===== src/logic/pcs_pkg.sv =====
// What this block does
// - software handshakes before gating these three clocks
// - peripheral finishes transfers before granting stop
// - set request, poll grant, then gate
// - ungate clock first, then clear request
// - bit 5 read-only serial port grant
// - bit 4 serial port request; gate register one
// - bit 3 read-only usb grant
// - bit 2 usb request; gate register two
// - bit 1 read-only external memory grant
// - bit 0 external memory request; gate register one
// - grant zero pending, one safe to gate
// - request zero normal, one asks stop
// - reset: requests and grants one, 15-6 zero
// - gate bit zero runs clock, one stops
package pcs_pkg;

    // peripheral index inside every three-bit vector
    localparam int PCS_EXT_MEMORY = 0;
    localparam int PCS_USB        = 1;
    localparam int PCS_SERIAL     = 2;
    localparam int PCS_NUM_PERIPH = 3;

    // i/o register space
    localparam logic [15:0] PCS_ADDR_HANDSHAKE = 16'h1c3a;
    localparam logic [15:0] PCS_ADDR_GATE_ONE  = 16'h1c02;
    localparam logic [15:0] PCS_ADDR_GATE_TWO  = 16'h1c03;

    // handshake register field positions
    localparam int PCS_BIT_EXT_MEMORY_REQ   = 0;
    localparam int PCS_BIT_EXT_MEMORY_GRANT = 1;
    localparam int PCS_BIT_USB_REQ          = 2;
    localparam int PCS_BIT_USB_GRANT        = 3;
    localparam int PCS_BIT_SERIAL_REQ       = 4;
    localparam int PCS_BIT_SERIAL_GRANT     = 5;

    // gate bit positions in the two gating registers
    localparam int PCS_GATE_ONE_EXT_MEMORY = 1;
    localparam int PCS_GATE_ONE_SERIAL     = 5;
    localparam int PCS_GATE_TWO_USB        = 2;

    // writable bits of the gating registers; others read zero
    localparam logic [15:0] PCS_GATE_ONE_MASK = 16'hffff;
    localparam logic [15:0] PCS_GATE_TWO_MASK = 16'h007f;

    // reset values
    localparam logic [2:0]  PCS_RST_REQ      = 3'h7;
    localparam logic [2:0]  PCS_RST_GRANT    = 3'h7;
    localparam logic [15:0] PCS_RST_GATE_ONE = 16'h0000;
    localparam logic [15:0] PCS_RST_GATE_TWO = 16'h0000;

    typedef struct packed {
        logic [2:0]  req;
        logic [2:0]  grant;
        logic [15:0] gate_one;
        logic [15:0] gate_two;
        logic [2:0]  clk_run;
        logic [15:0] rdata;
        logic        rvalid;
        logic        miss;
        logic        gate_fault;
    } pcs_reg_state_t;

    localparam pcs_reg_state_t PCS_REG_RST = '{
        req:        PCS_RST_REQ,
        grant:      PCS_RST_GRANT,
        gate_one:   PCS_RST_GATE_ONE,
        gate_two:   PCS_RST_GATE_TWO,
        clk_run:    3'h7,
        rdata:      16'h0000,
        rvalid:     1'b0,
        miss:       1'b0,
        gate_fault: 1'b0
    };

    typedef struct packed {
        logic [2:0] grant;
        logic [2:0] hold_new;
    } pcs_periph_state_t;

    localparam pcs_periph_state_t PCS_PERIPH_RST = '{
        grant:    PCS_RST_GRANT,
        hold_new: PCS_RST_REQ
    };

endpackage


===== src/logic/pcs_link_if.sv =====
`timescale 1ns/1ps
interface pcs_link_if;
    logic [2:0] stop_req;  // register to peripherals, one per peripheral
    logic [2:0] grant;     // peripherals to register
    logic [2:0] clk_run;   // high while the gate bit lets the clock run

    modport reg_end (
        output stop_req,
        output clk_run,
        input  grant
    );

    modport periph_end (
        input  stop_req,
        input  clk_run,
        output grant
    );
endinterface


===== src/logic/pcs_handshake_reg.sv =====
`timescale 1ns/1ps
module pcs_handshake_reg
    import pcs_pkg::*;
(
    input  wire logic        clk,         // system clock
    input  wire logic        sys_rst,     // synchronous reset, high
    input  wire logic [15:0] io_addr,     // i/o word address
    input  wire logic        io_wr,       // write strobe
    input  wire logic        io_rd,       // read strobe
    input  wire logic [15:0] io_wdata,    // write data
    output logic      [15:0] io_rdata,    // read data, valid with rvalid
    output logic             io_rvalid,   // read answer, one cycle
    output logic             io_miss,     // unmapped access, one cycle
    output logic             gate_fault,  // clock gated without grant
    pcs_link_if.reg_end      link         // handshake link
);

    pcs_reg_state_t r;
    pcs_reg_state_t next_r;

    function automatic logic is_reg(input logic [15:0] a);
        is_reg = (a == PCS_ADDR_HANDSHAKE) || (a == PCS_ADDR_GATE_ONE)
              || (a == PCS_ADDR_GATE_TWO);
    endfunction

    // gate bits collected into peripheral order
    function automatic logic [2:0] gate_vec(input logic [15:0] one,
                                            input logic [15:0] two);
        gate_vec[PCS_EXT_MEMORY] = one[PCS_GATE_ONE_EXT_MEMORY];
        gate_vec[PCS_USB]        = two[PCS_GATE_TWO_USB];
        gate_vec[PCS_SERIAL]     = one[PCS_GATE_ONE_SERIAL];
    endfunction

    function automatic logic [15:0] handshake_word(input logic [2:0] req,
                                                   input logic [2:0] gnt);
        handshake_word = 16'h0000;
        handshake_word[PCS_BIT_EXT_MEMORY_REQ]   = req[PCS_EXT_MEMORY];
        handshake_word[PCS_BIT_EXT_MEMORY_GRANT] = gnt[PCS_EXT_MEMORY];
        handshake_word[PCS_BIT_USB_REQ]          = req[PCS_USB];
        handshake_word[PCS_BIT_USB_GRANT]        = gnt[PCS_USB];
        handshake_word[PCS_BIT_SERIAL_REQ]       = req[PCS_SERIAL];
        handshake_word[PCS_BIT_SERIAL_GRANT]     = gnt[PCS_SERIAL];
    endfunction

    always_comb begin
        logic [2:0] old_gate;
        logic [2:0] new_gate;
        old_gate = 3'h0;
        new_gate = 3'h0;
        next_r = r;
        next_r.rvalid = 1'b0;
        next_r.miss = 1'b0;
        next_r.gate_fault = 1'b0;

        // grants are only ever mirrored; writes cannot touch them
        next_r.grant = link.grant;

        if (io_wr) begin
            case (io_addr)
                PCS_ADDR_HANDSHAKE: begin
                    next_r.req[PCS_EXT_MEMORY] =
                        io_wdata[PCS_BIT_EXT_MEMORY_REQ];
                    next_r.req[PCS_USB] =
                        io_wdata[PCS_BIT_USB_REQ];
                    next_r.req[PCS_SERIAL] =
                        io_wdata[PCS_BIT_SERIAL_REQ];
                end
                PCS_ADDR_GATE_ONE: begin
                    next_r.gate_one = io_wdata & PCS_GATE_ONE_MASK;
                end
                PCS_ADDR_GATE_TWO: begin
                    next_r.gate_two = io_wdata & PCS_GATE_TWO_MASK;
                end
                default: begin
                    next_r.miss = 1'b1;
                end
            endcase
        end

        // clock enable follows gate bits: zero runs, one stops
        old_gate = gate_vec(r.gate_one, r.gate_two);
        new_gate = gate_vec(next_r.gate_one, next_r.gate_two);
        next_r.clk_run = ~new_gate;

        // flag software that stops a clock it was not granted;
        // the gate still takes effect, the flag is diagnostic only
        if (|(new_gate & ~old_gate & ~r.grant)) begin
            next_r.gate_fault = 1'b1;
        end

        if (io_rd) begin
            next_r.rvalid = 1'b1;
            next_r.rdata = 16'h0000;
            if (!is_reg(io_addr)) begin
                next_r.miss = 1'b1;
            end
            case (io_addr)
                PCS_ADDR_HANDSHAKE: begin
                    // read returns values held before a same-cycle write
                    next_r.rdata = handshake_word(r.req, r.grant);
                end
                PCS_ADDR_GATE_ONE: begin
                    next_r.rdata = r.gate_one;
                end
                PCS_ADDR_GATE_TWO: begin
                    next_r.rdata = r.gate_two;
                end
                default: begin
                    next_r.rdata = 16'h0000;
                end
            endcase
        end
    end

    always_ff @(posedge clk) begin
        if (sys_rst) begin
            r <= PCS_REG_RST;
        end else begin
            r <= next_r;
        end
    end

    assign io_rdata      = r.rdata;
    assign io_rvalid     = r.rvalid;
    assign io_miss       = r.miss;
    assign gate_fault    = r.gate_fault;
    assign link.stop_req = r.req;
    assign link.clk_run  = r.clk_run;

endmodule


===== src/flat_wrapper.sv =====
// flat-port wrapper written by rule: the top's interface ports become plain ports
module pcs_handshake_reg_flat import pcs_pkg::*;
  (clk, sys_rst, io_addr, io_wr, io_rd, io_wdata, io_rdata, io_rvalid, io_miss, gate_fault, link_stop_req, link_clk_run, link_grant);
  pcs_link_if link_i ();
  input  wire logic clk;
  input  wire logic sys_rst;
  input  wire logic [15:0] io_addr;
  input  wire logic io_wr;
  input  wire logic io_rd;
  input  wire logic [15:0] io_wdata;
  output logic      [15:0] io_rdata;
  output logic io_rvalid;
  output logic io_miss;
  output logic gate_fault;
  output wire logic [$bits(link_i.stop_req)-1:0] link_stop_req;
  output wire logic [$bits(link_i.clk_run)-1:0] link_clk_run;
  input wire logic [$bits(link_i.grant)-1:0] link_grant;
  assign link_stop_req = link_i.stop_req;
  assign link_clk_run = link_i.clk_run;
  assign link_i.grant = link_grant;
  pcs_handshake_reg u_core (.clk(clk), .sys_rst(sys_rst), .io_addr(io_addr), .io_wr(io_wr), .io_rd(io_rd), .io_wdata(io_wdata), .io_rdata(io_rdata), .io_rvalid(io_rvalid), .io_miss(io_miss), .gate_fault(gate_fault), .link(link_i));
endmodule

===== config.mk =====
export PLATFORM = sky130hd
export DESIGN_NAME = pcs_handshake_reg_flat
export DESIGN_NICKNAME = d
export VERILOG_FILES = /design/src/logic/pcs_pkg.sv /design/src/logic/pcs_link_if.sv /design/src/logic/pcs_handshake_reg.sv /design/src/flat_wrapper.sv
export SDC_FILE = /design/constraint.sdc
export NUM_CORES = 1
export LEC_CHECK = 0
export CAP_MARGIN = 15
export CORE_UTILIZATION = 60
export DETAILED_ROUTE_END_ITERATION = 12
export DONT_BUFFER_PORTS = 1
export PLACE_DENSITY = 0.76
export SLEW_MARGIN = 20
export SYNTH_ARGS = -nofsm -noshare
export SYNTH_HDL_FRONTEND = slang
export SYNTH_SLANG_ARGS = --single-unit
export TNS_END_PERCENT = 1

===== constraint.sdc =====
create_clock -name clk -period 2.5 [get_ports clk]
set_input_delay 0.25 -clock clk [delete_from_list [all_inputs] [get_ports clk]]
set_output_delay 0.25 -clock clk [all_outputs]
set_load 0.005 [all_outputs]

==> results of run 1 <==
[cells by family after synthesis]
group,after synthesis,share of synthesized area
compound gates,87,0.2182
mux,1,0.004374
buf+inv,43,0.1072
simple gates,84,0.2242
flops,51,0.4461
[critical path: stages]
cell and delay (ns):
or4b_4 0.57, or4_1 0.62, buf_4 0.24, o21ai_0 0.28, a21oi_1 0.10
[worst max-delay path by stage]
stage	start	endpoint	slack, ns
detailed placement	io_addr[13]	u_core.r[24]	0.28
global route	io_addr[13]	u_core.r[39]	0.52
global placement	io_addr[13]	u_core.r[24]	0.39
CTS	io_addr[13]	u_core.r[24]	0.61
finish	io_addr[13]	u_core.r[39]	0.59
floorplan	io_addr[13]	u_core.gate_fault	0.49
[power by group through the flow]
stage / combinational (mW) / sequential, mW / clock (mW)
floorplan: 0.0507 / 0.837 / 0
global placement: 0.0432 / 0.838 / 0
detailed placement: 0.0430 / 0.838 / 0
CTS: 0.0541 / 0.819 / 0.511
global route: 0.0608 / 0.819 / 0.548
finish: 0.0571 / 0.819 / 0.498
[area by class of cell]
cell class	instances	area (um2)	area share
multi-input combinational	172	1031	0.4505
timing repair buffer	9	77.57	0.03390
tap	48	60.06	0.02624
clock buffer	6	82.58	0.03609
sequential	51	1021	0.4461
clock inverter	2	16.27	0.007108
[placed cells by master, fill, tap and decap left out, types with 2 or more instances in the layout]
master         synthesis  layout
or4_1                  2       2
dfxtp_1               51      51
nor2b_1                2       2
nand2_1               10      10
a31oi_1                3       3
nand4b_1              10      10
or3_1                  3       3
nor3_1                 2       2
or2_2                  3       3
buf_4                 22       5
nand2b_1              10      10
nor3b_1                3       3
nand3_1               24      24
o21bai_1               3       3
clkbuf_8               0       6
a21oi_1               34      34
a22oi_1                7       7
nor2_1                 6       6
dlygate4sd3_1          0       4
o21ai_0               29      29
a22o_1                 6       6
a21o_1                 3       3
[per-stage QoR]
| stage | instances | instance area, um2 | hold WS, ns | power (mW) | utilization |
|---|---|---|---|---|---|
| 5_1_grt | 288 | 2288 | 0.0004439 | 1.428 | 0.6251 |
| 4_1_cts | 287 | 2278 | 0.0008175 | 1.384 | 0.6224 |
| 3_5_place_dp | 276 | 2150 | 0.3250 | 0.8808 | 0.5872 |
| 3_3_place_gp | 276 | 2150 | 0.3223 | 0.8809 | 0.5872 |
| 6_report | 288 | 2288 | 0.02113 | 1.374 | 0.6251 |
| 2_1_floorplan | 266 | 2288 | 0.3538 | 0.8876 | - |
[sequential cells by signal, summed over array words and instances, names as in the netlist]
name and cells:
u_core.io_miss 1, u_core.gate_fault 1, u_core.r 26, u_core.io_rdata 16, u_core.io_rvalid 1, u_core.link.clk_run 3
u_core.link.stop_req 3
[cells in the mapped netlist (2+ instances only)]
master / number / area, um2
a21o_1: 3 / 22.52
a21oi_1: 34 / 170.2
a22o_1: 6 / 52.55
a22oi_1: 7 / 52.55
a31oi_1: 3 / 18.77
buf_4: 22 / 165.2
clkbuf_1: 20 / 75.07
dfxtp_1: 51 / 1021
nand2_1: 10 / 37.54
nand2b_1: 10 / 62.56
nand3_1: 24 / 120.1
nand4b_1: 10 / 87.58
nor2_1: 6 / 22.52
nor2b_1: 2 / 12.51
nor3_1: 2 / 10.01
nor3b_1: 3 / 22.52
o21ai_0: 29 / 145.1
o21bai_1: 3 / 22.52
or2_2: 3 / 18.77
or3_1: 3 / 18.77
or4_1: 2 / 15.01
[per-layer routing]
metal / vias up / routed length, um
met2: 64 / 2455
met3: 6 / 373
li1: 882 / -
met4: 0 / 43
met1: 857 / 2269
met5: - / 0
==> summary.md, run 1 <==
| Metric | Value |
|---|---|
| Outcome | `finished clean` |
| Remaining global-route overflow | `0` |
| Hold Path Cell Cnt | `1` |
| Area growth from synthesis to layout | `-0.0002185%` |
| Flop pwr share | `0.596` |
| Layout cells sized above 1 | `0.07917` |
| Clock insertion delay at the later pin of the skew report | `about 0.31 ns` |
| Met3 usage | `0.08393` |
| Tot GR Track Use | `0.2586` |
| Worst slew pin tran | `between 0.9 and 1 ns` |
| Gate power share | `0.042` |
| Via count | `1809` |
| Drt via density | `about 6.3` |
| Post-CTS Setup Inserts | `0` |
| Maximum vdd ir drop | `between 0.0003 and 0.0004 V` |
| Worst Hold End | `u_core.gate_fault` |
| Synthesized Nets | `305` |
| CTS Hold Bufs | `3` |
| Starting Density | `0.6251` |
| Global-route wire length before repair | `8059 um` |
| Largest net degree at the start of global routing | `33` |
| # setup viols final | `0` |
| Synthesized area | `2288 um2` |
| Final setup skew | `~0.0084 ns` |
| Number of global-route vias before repair | `1648` |
| Critical path class | `in2reg` |
| Leak | `0.7205 nW` |
| Max_cap viols | `0` |
| R2R Setup Slk | `1.41 ns` |
| Die Y | `63.76 um` |
| Wire length per cell | `~18 um` |
| Worst Slack Setup Final | `0.5922 ns` |
| CTS tree | `yes` |
| Core area | `3661 um2` |
| Root buffer cell | `clkbuf_8` |
| Die width | `63.76 um` |
| Final Hold Vio Count | `0` |
| Max Slew Vio Count | `0` |
| Reg2reg path depth | `4` |
| R2R Path End | `u_core.gate_fault` |
| Post-DP HPWL | `3313 um` |
| Crit path max fanout | `22` |
| Req. time, crit path | `2.66 ns` |
| Critical Path Start Type | `primary input` |
| First-pass detailed-route iteration total | `4` |
| Num CTS Buffers | `5` |
| Die area | `slightly above 4000 um2` |
| Synth Instances | `about 270` |
| Row count | `22` |
| Initial drt markers | `153` |
| Synthesis Warnings | `0` |
| R2R Path Start | `u_core.r[43]` |
| Initial antenna violation count | `0` |
| Port buffer count | `0` |
| P_int | `1.066 mW` |
| PD cells | `~600 nW/um2` |
| Fmax | `524.2 MHz` |
| Resized cells post-CTS | `0` |
| Crit path DAT | `2.07 ns` |
| Total negative setup slack | `0 ns` |
| Main synth FF type | `dfxtp_1` |
| GP Congestion | `0.8522` |
| Worst rel slew slack | `0.3458` |
| Number of synthesized register bits | `just over 50` |
| CTS Sinks | `51` |
| Post-synth EDFFs | `0` |
| Post-route ant nets | `0` |
| Crit path capture type | `register` |
| Post-place setup slack | `between 0.2 and 0.3 ns` |
| Global Route met2 Usage | `0.3777` |
| Met1 Usage GRT | `0.3510` |
| I/O pin cnt | `64` |
| Clock slew at reported path FFs | `0.09 ns` |
| Crit share post-route | `0.7631` |
| Fill cell count | `approximately 340` |
| Switching power | `0.3078 mW` |
| Clock power share | `0.363` |
| Post-synthesis cell type count | `34` |
| Sw Share | `0.2240` |
| Global route hottest layer | `met2` |
| # diodes | `0` |
| Post-layout minimum cycle time | `1.908 ns` |
| Fraction of registers with async set/reset | `0` |
| CTS Buffer Depth | `2` |
| H-tree lvl count | `2` |
| # DRC | `0` |
| RSZ-0062 raised after global routing | `false` |
| Post-synthesis sequential area ratio | `0.4461` |
| HP Class | `in2reg` |
| Syn Area/Cell | `8.603 um2` |
| Nets@finish | `approximately 280` |
| Routed WL | `~5100 um` |
| Hold Startpoint | `sys_rst` |
No activity file was read; power rests on OpenSTA's default activity.
==> run 2, diff against run 1 <==
==> constraint.sdc (replaced) <==
create_clock -name clk -period 1.9 [get_ports clk]
set_input_delay 0.19 -clock clk [delete_from_list [all_inputs] [get_ports clk]]
set_output_delay 0.19 -clock clk [all_outputs]
set_load 0.005 [all_outputs]
==> run 2 against run 1 <==
  * Global-route usage decreased by 0.74 points
  * Critical endpoint is now u_core.r[41]
  * Clock skew down 0.0039 ns
  * Sequential cell count stayed put
  * Wire length fell by 3.9%
  * Combinational power up 50%
  * Largest power group unchanged
  * Via count up 3.0%
  * Final area up 4.5%
  * Critical path depth is 1 higher
  * Count of clock-buffer cells in the layout up 2
  * Worst setup slack got worse by 0.34 ns
  * Non-clock buffer count grew 10
==> summary.md, run 2 (synthesized netlist as in run 1, its figures left out) <==
| Metric | Value |
|---|---|
| Outcome | `finished clean (unchanged)` |
| Die Y | `63.76 um (unchanged)` |
| PD cells | `762.1 nW/um2 (was 600.5 nW/um2)` |
| Max_cap viols | `0 (unchanged)` |
| Most frequent cells in the layout | `dfxtp_1, a21oi_1, o21ai_0 (unchanged)` |
| CTS Buffer Depth | `2 (unchanged)` |
| First-pass detailed-route iteration total | `4 (unchanged)` |
| Post-layout minimum cycle time | `about 1.6 ns` |
| Num CTS Buffers | `5 (unchanged)` |
| Critical path class | `in2reg (unchanged)` |
| Most common cell after layout, fill and taps aside | `dfxtp_1 (unchanged)` |
| Final hold slack | `0.03231 ns (was 0.02113 ns)` |
| Crit path DAT | `1.83 ns (was 2.07 ns)` |
| Total negative setup slack | `0 ns (unchanged)` |
| CTS Sinks | `51 (unchanged)` |
| Critical Path Start Type | `primary input (unchanged)` |
| RSZ-0062 raised after global routing | `false (unchanged)` |
| Maximum vdd ir drop | `0.0004568 V (was 0.0003856 V)` |
| Non-Filler Instances | `298 (was 288)` |
| Clock insertion delay at the later pin of the skew report | `0.30 ns (was 0.31 ns)` |
| Max Slew Vio Count | `0 (unchanged)` |
| Tot Pwr | `1.822 mW (was 1.374 mW)` |
| Clock slew at reported path FFs | `0.09 ns (about the same)` |
| Nets@finish | `288 (was 278)` |
| Final Core Density | `0.6531 (was 0.6251)` |
| Met1 Usage GRT | `0.3221 (was 0.3510)` |
| Core area | `3661 um2 (unchanged)` |
| Crit share post-route | `0.8665` |
| Leak | `0.7811 nW (was 0.7205 nW)` |
| H-tree lvl count | `2 (unchanged)` |
| Remaining global-route overflow | `0 (unchanged)` |
| Global Route met2 Usage | `0.4056 (was 0.3777)` |
| Met3 usage | `0.08214 (was 0.08393)` |
| # DRC | `0 (unchanged)` |
| Row count | `22 (unchanged)` |
| Post-route ant nets | `0 (unchanged)` |
| Port buffer count | `0 (unchanged)` |
| GP Congestion | `0.8315 (was 0.8522)` |
| Worst rel slew slack | `0.6233 (was 0.3458)` |
| Crit path capture type | `register (unchanged)` |
| Post-Layout Inst Area | `2391 um2 (was 2288 um2)` |
| Die area | `4065 um2 (unchanged)` |
| Routed WL | `4939 um (was 5142 um)` |
| Die width | `63.76 um (unchanged)` |
| Most flops, register | `u_core.r (unchanged)` |
| Via count | `1863 (was 1809)` |
| HP Class | `in2reg (unchanged)` |
| Area growth from synthesis to layout | `4.483% (was -0.0002185%)` |
| CTS tree | `yes (unchanged)` |
| Global route hottest layer | `met2 (unchanged)` |
| Tot GR Track Use | `0.2511 (was 0.2586)` |
| Largest register FFs | `26 (unchanged)` |
| # diodes | `0 (unchanged)` |
| Largest net degree at the start of global routing | `45 (was 33)` |
| I/O pin cnt | `64 (unchanged)` |
| Number of global-route vias before repair | `1681 (was 1648)` |
| Wire length per cell | `16.57 um (was 17.85 um)` |
| Fmax | `607.4 MHz` |
| Worst slew pin tran | `0.5639 ns (was 0.9780 ns)` |
| Root buffer cell | `clkbuf_8 (unchanged)` |
| Post-DP HPWL | `3307 um (was 3313 um)` |
| Final Hold Vio Count | `0 (unchanged)` |
| Post-place setup slack | `-0.05412 ns (was 0.2785 ns)` |
| Initial antenna violation count | `0 (unchanged)` |
| Initial drt markers | `129 (was 153)` |
| # setup viols final | `0 (unchanged)` |
| Global-route wire length before repair | `7872 um (was 8059 um)` |
| Post-DP Area | `2241 um2 (was 2150 um2)` |
| Final setup skew | `0.004460 ns (was 0.008402 ns)` |
| Placed insts | `286 (was 276)` |
| Layout cells sized above 1 | `0.1200 (was 0.07917)` |
| Req. time, crit path | `2.09 ns (was 2.66 ns)` |
| Worst Slack Setup Final | `0.2537 ns (was 0.5922 ns)` |
| Drt via density | `6.252 (was 6.281)` |
| Post-CTS Setup Inserts | `0 (unchanged)` |
| Crit path max fanout | `13 (was 22)` |
| Starting Density | `0.6251 (unchanged)` |
==> run 2: power by group <==
part	switching (mW)	internal, mW
clock network	0.327	0.332
logic	0.0468	0.0391
registers	0.00299	1.07
total	0.377	1.45
==> run 2: path summary, 6_finish.rpt <==
check                    start                 to  cells after the start  slack (ns)
setup reg to reg  u_core.r[43]  u_core.gate_fault                      4        0.84
hold / removal     io_wdata[6]       u_core.r[28]                      2        0.03
setup / recovery    io_addr[2]       u_core.r[41]                      6        0.25
hold reg to reg   u_core.r[28]       u_core.r[28]                      2        0.48
==> run 2: layer usage <==
metal	vias to the layer above	routed length [um]
met4	0	70
met5	-	0
met3	11	382
met2	76	2360
met1	872	2126
li1	904	-
==> run 2: critical path, cell delays in order <==
cell     delay (ns)
or4_4          0.51
or4_1          0.53
buf_4          0.19
buf_4          0.16
o21ai_0        0.16
a21oi_1        0.09
==> run 2: repair_timing <==
action	in CTS	in global routing
hold buffers	4	0
hold endpoints to repair	44	0
gates resized for setup	0	0
==> run 2: layout make-up <==
type                            count  area, um2
Tap cell                           48      60.06
Timing Repair Buffer               19      175.2
Clock buffer                        8      100.1
Sequential cell                    51       1021
Fill cell                         316       1270
Multi-Input combinational cell    172       1035
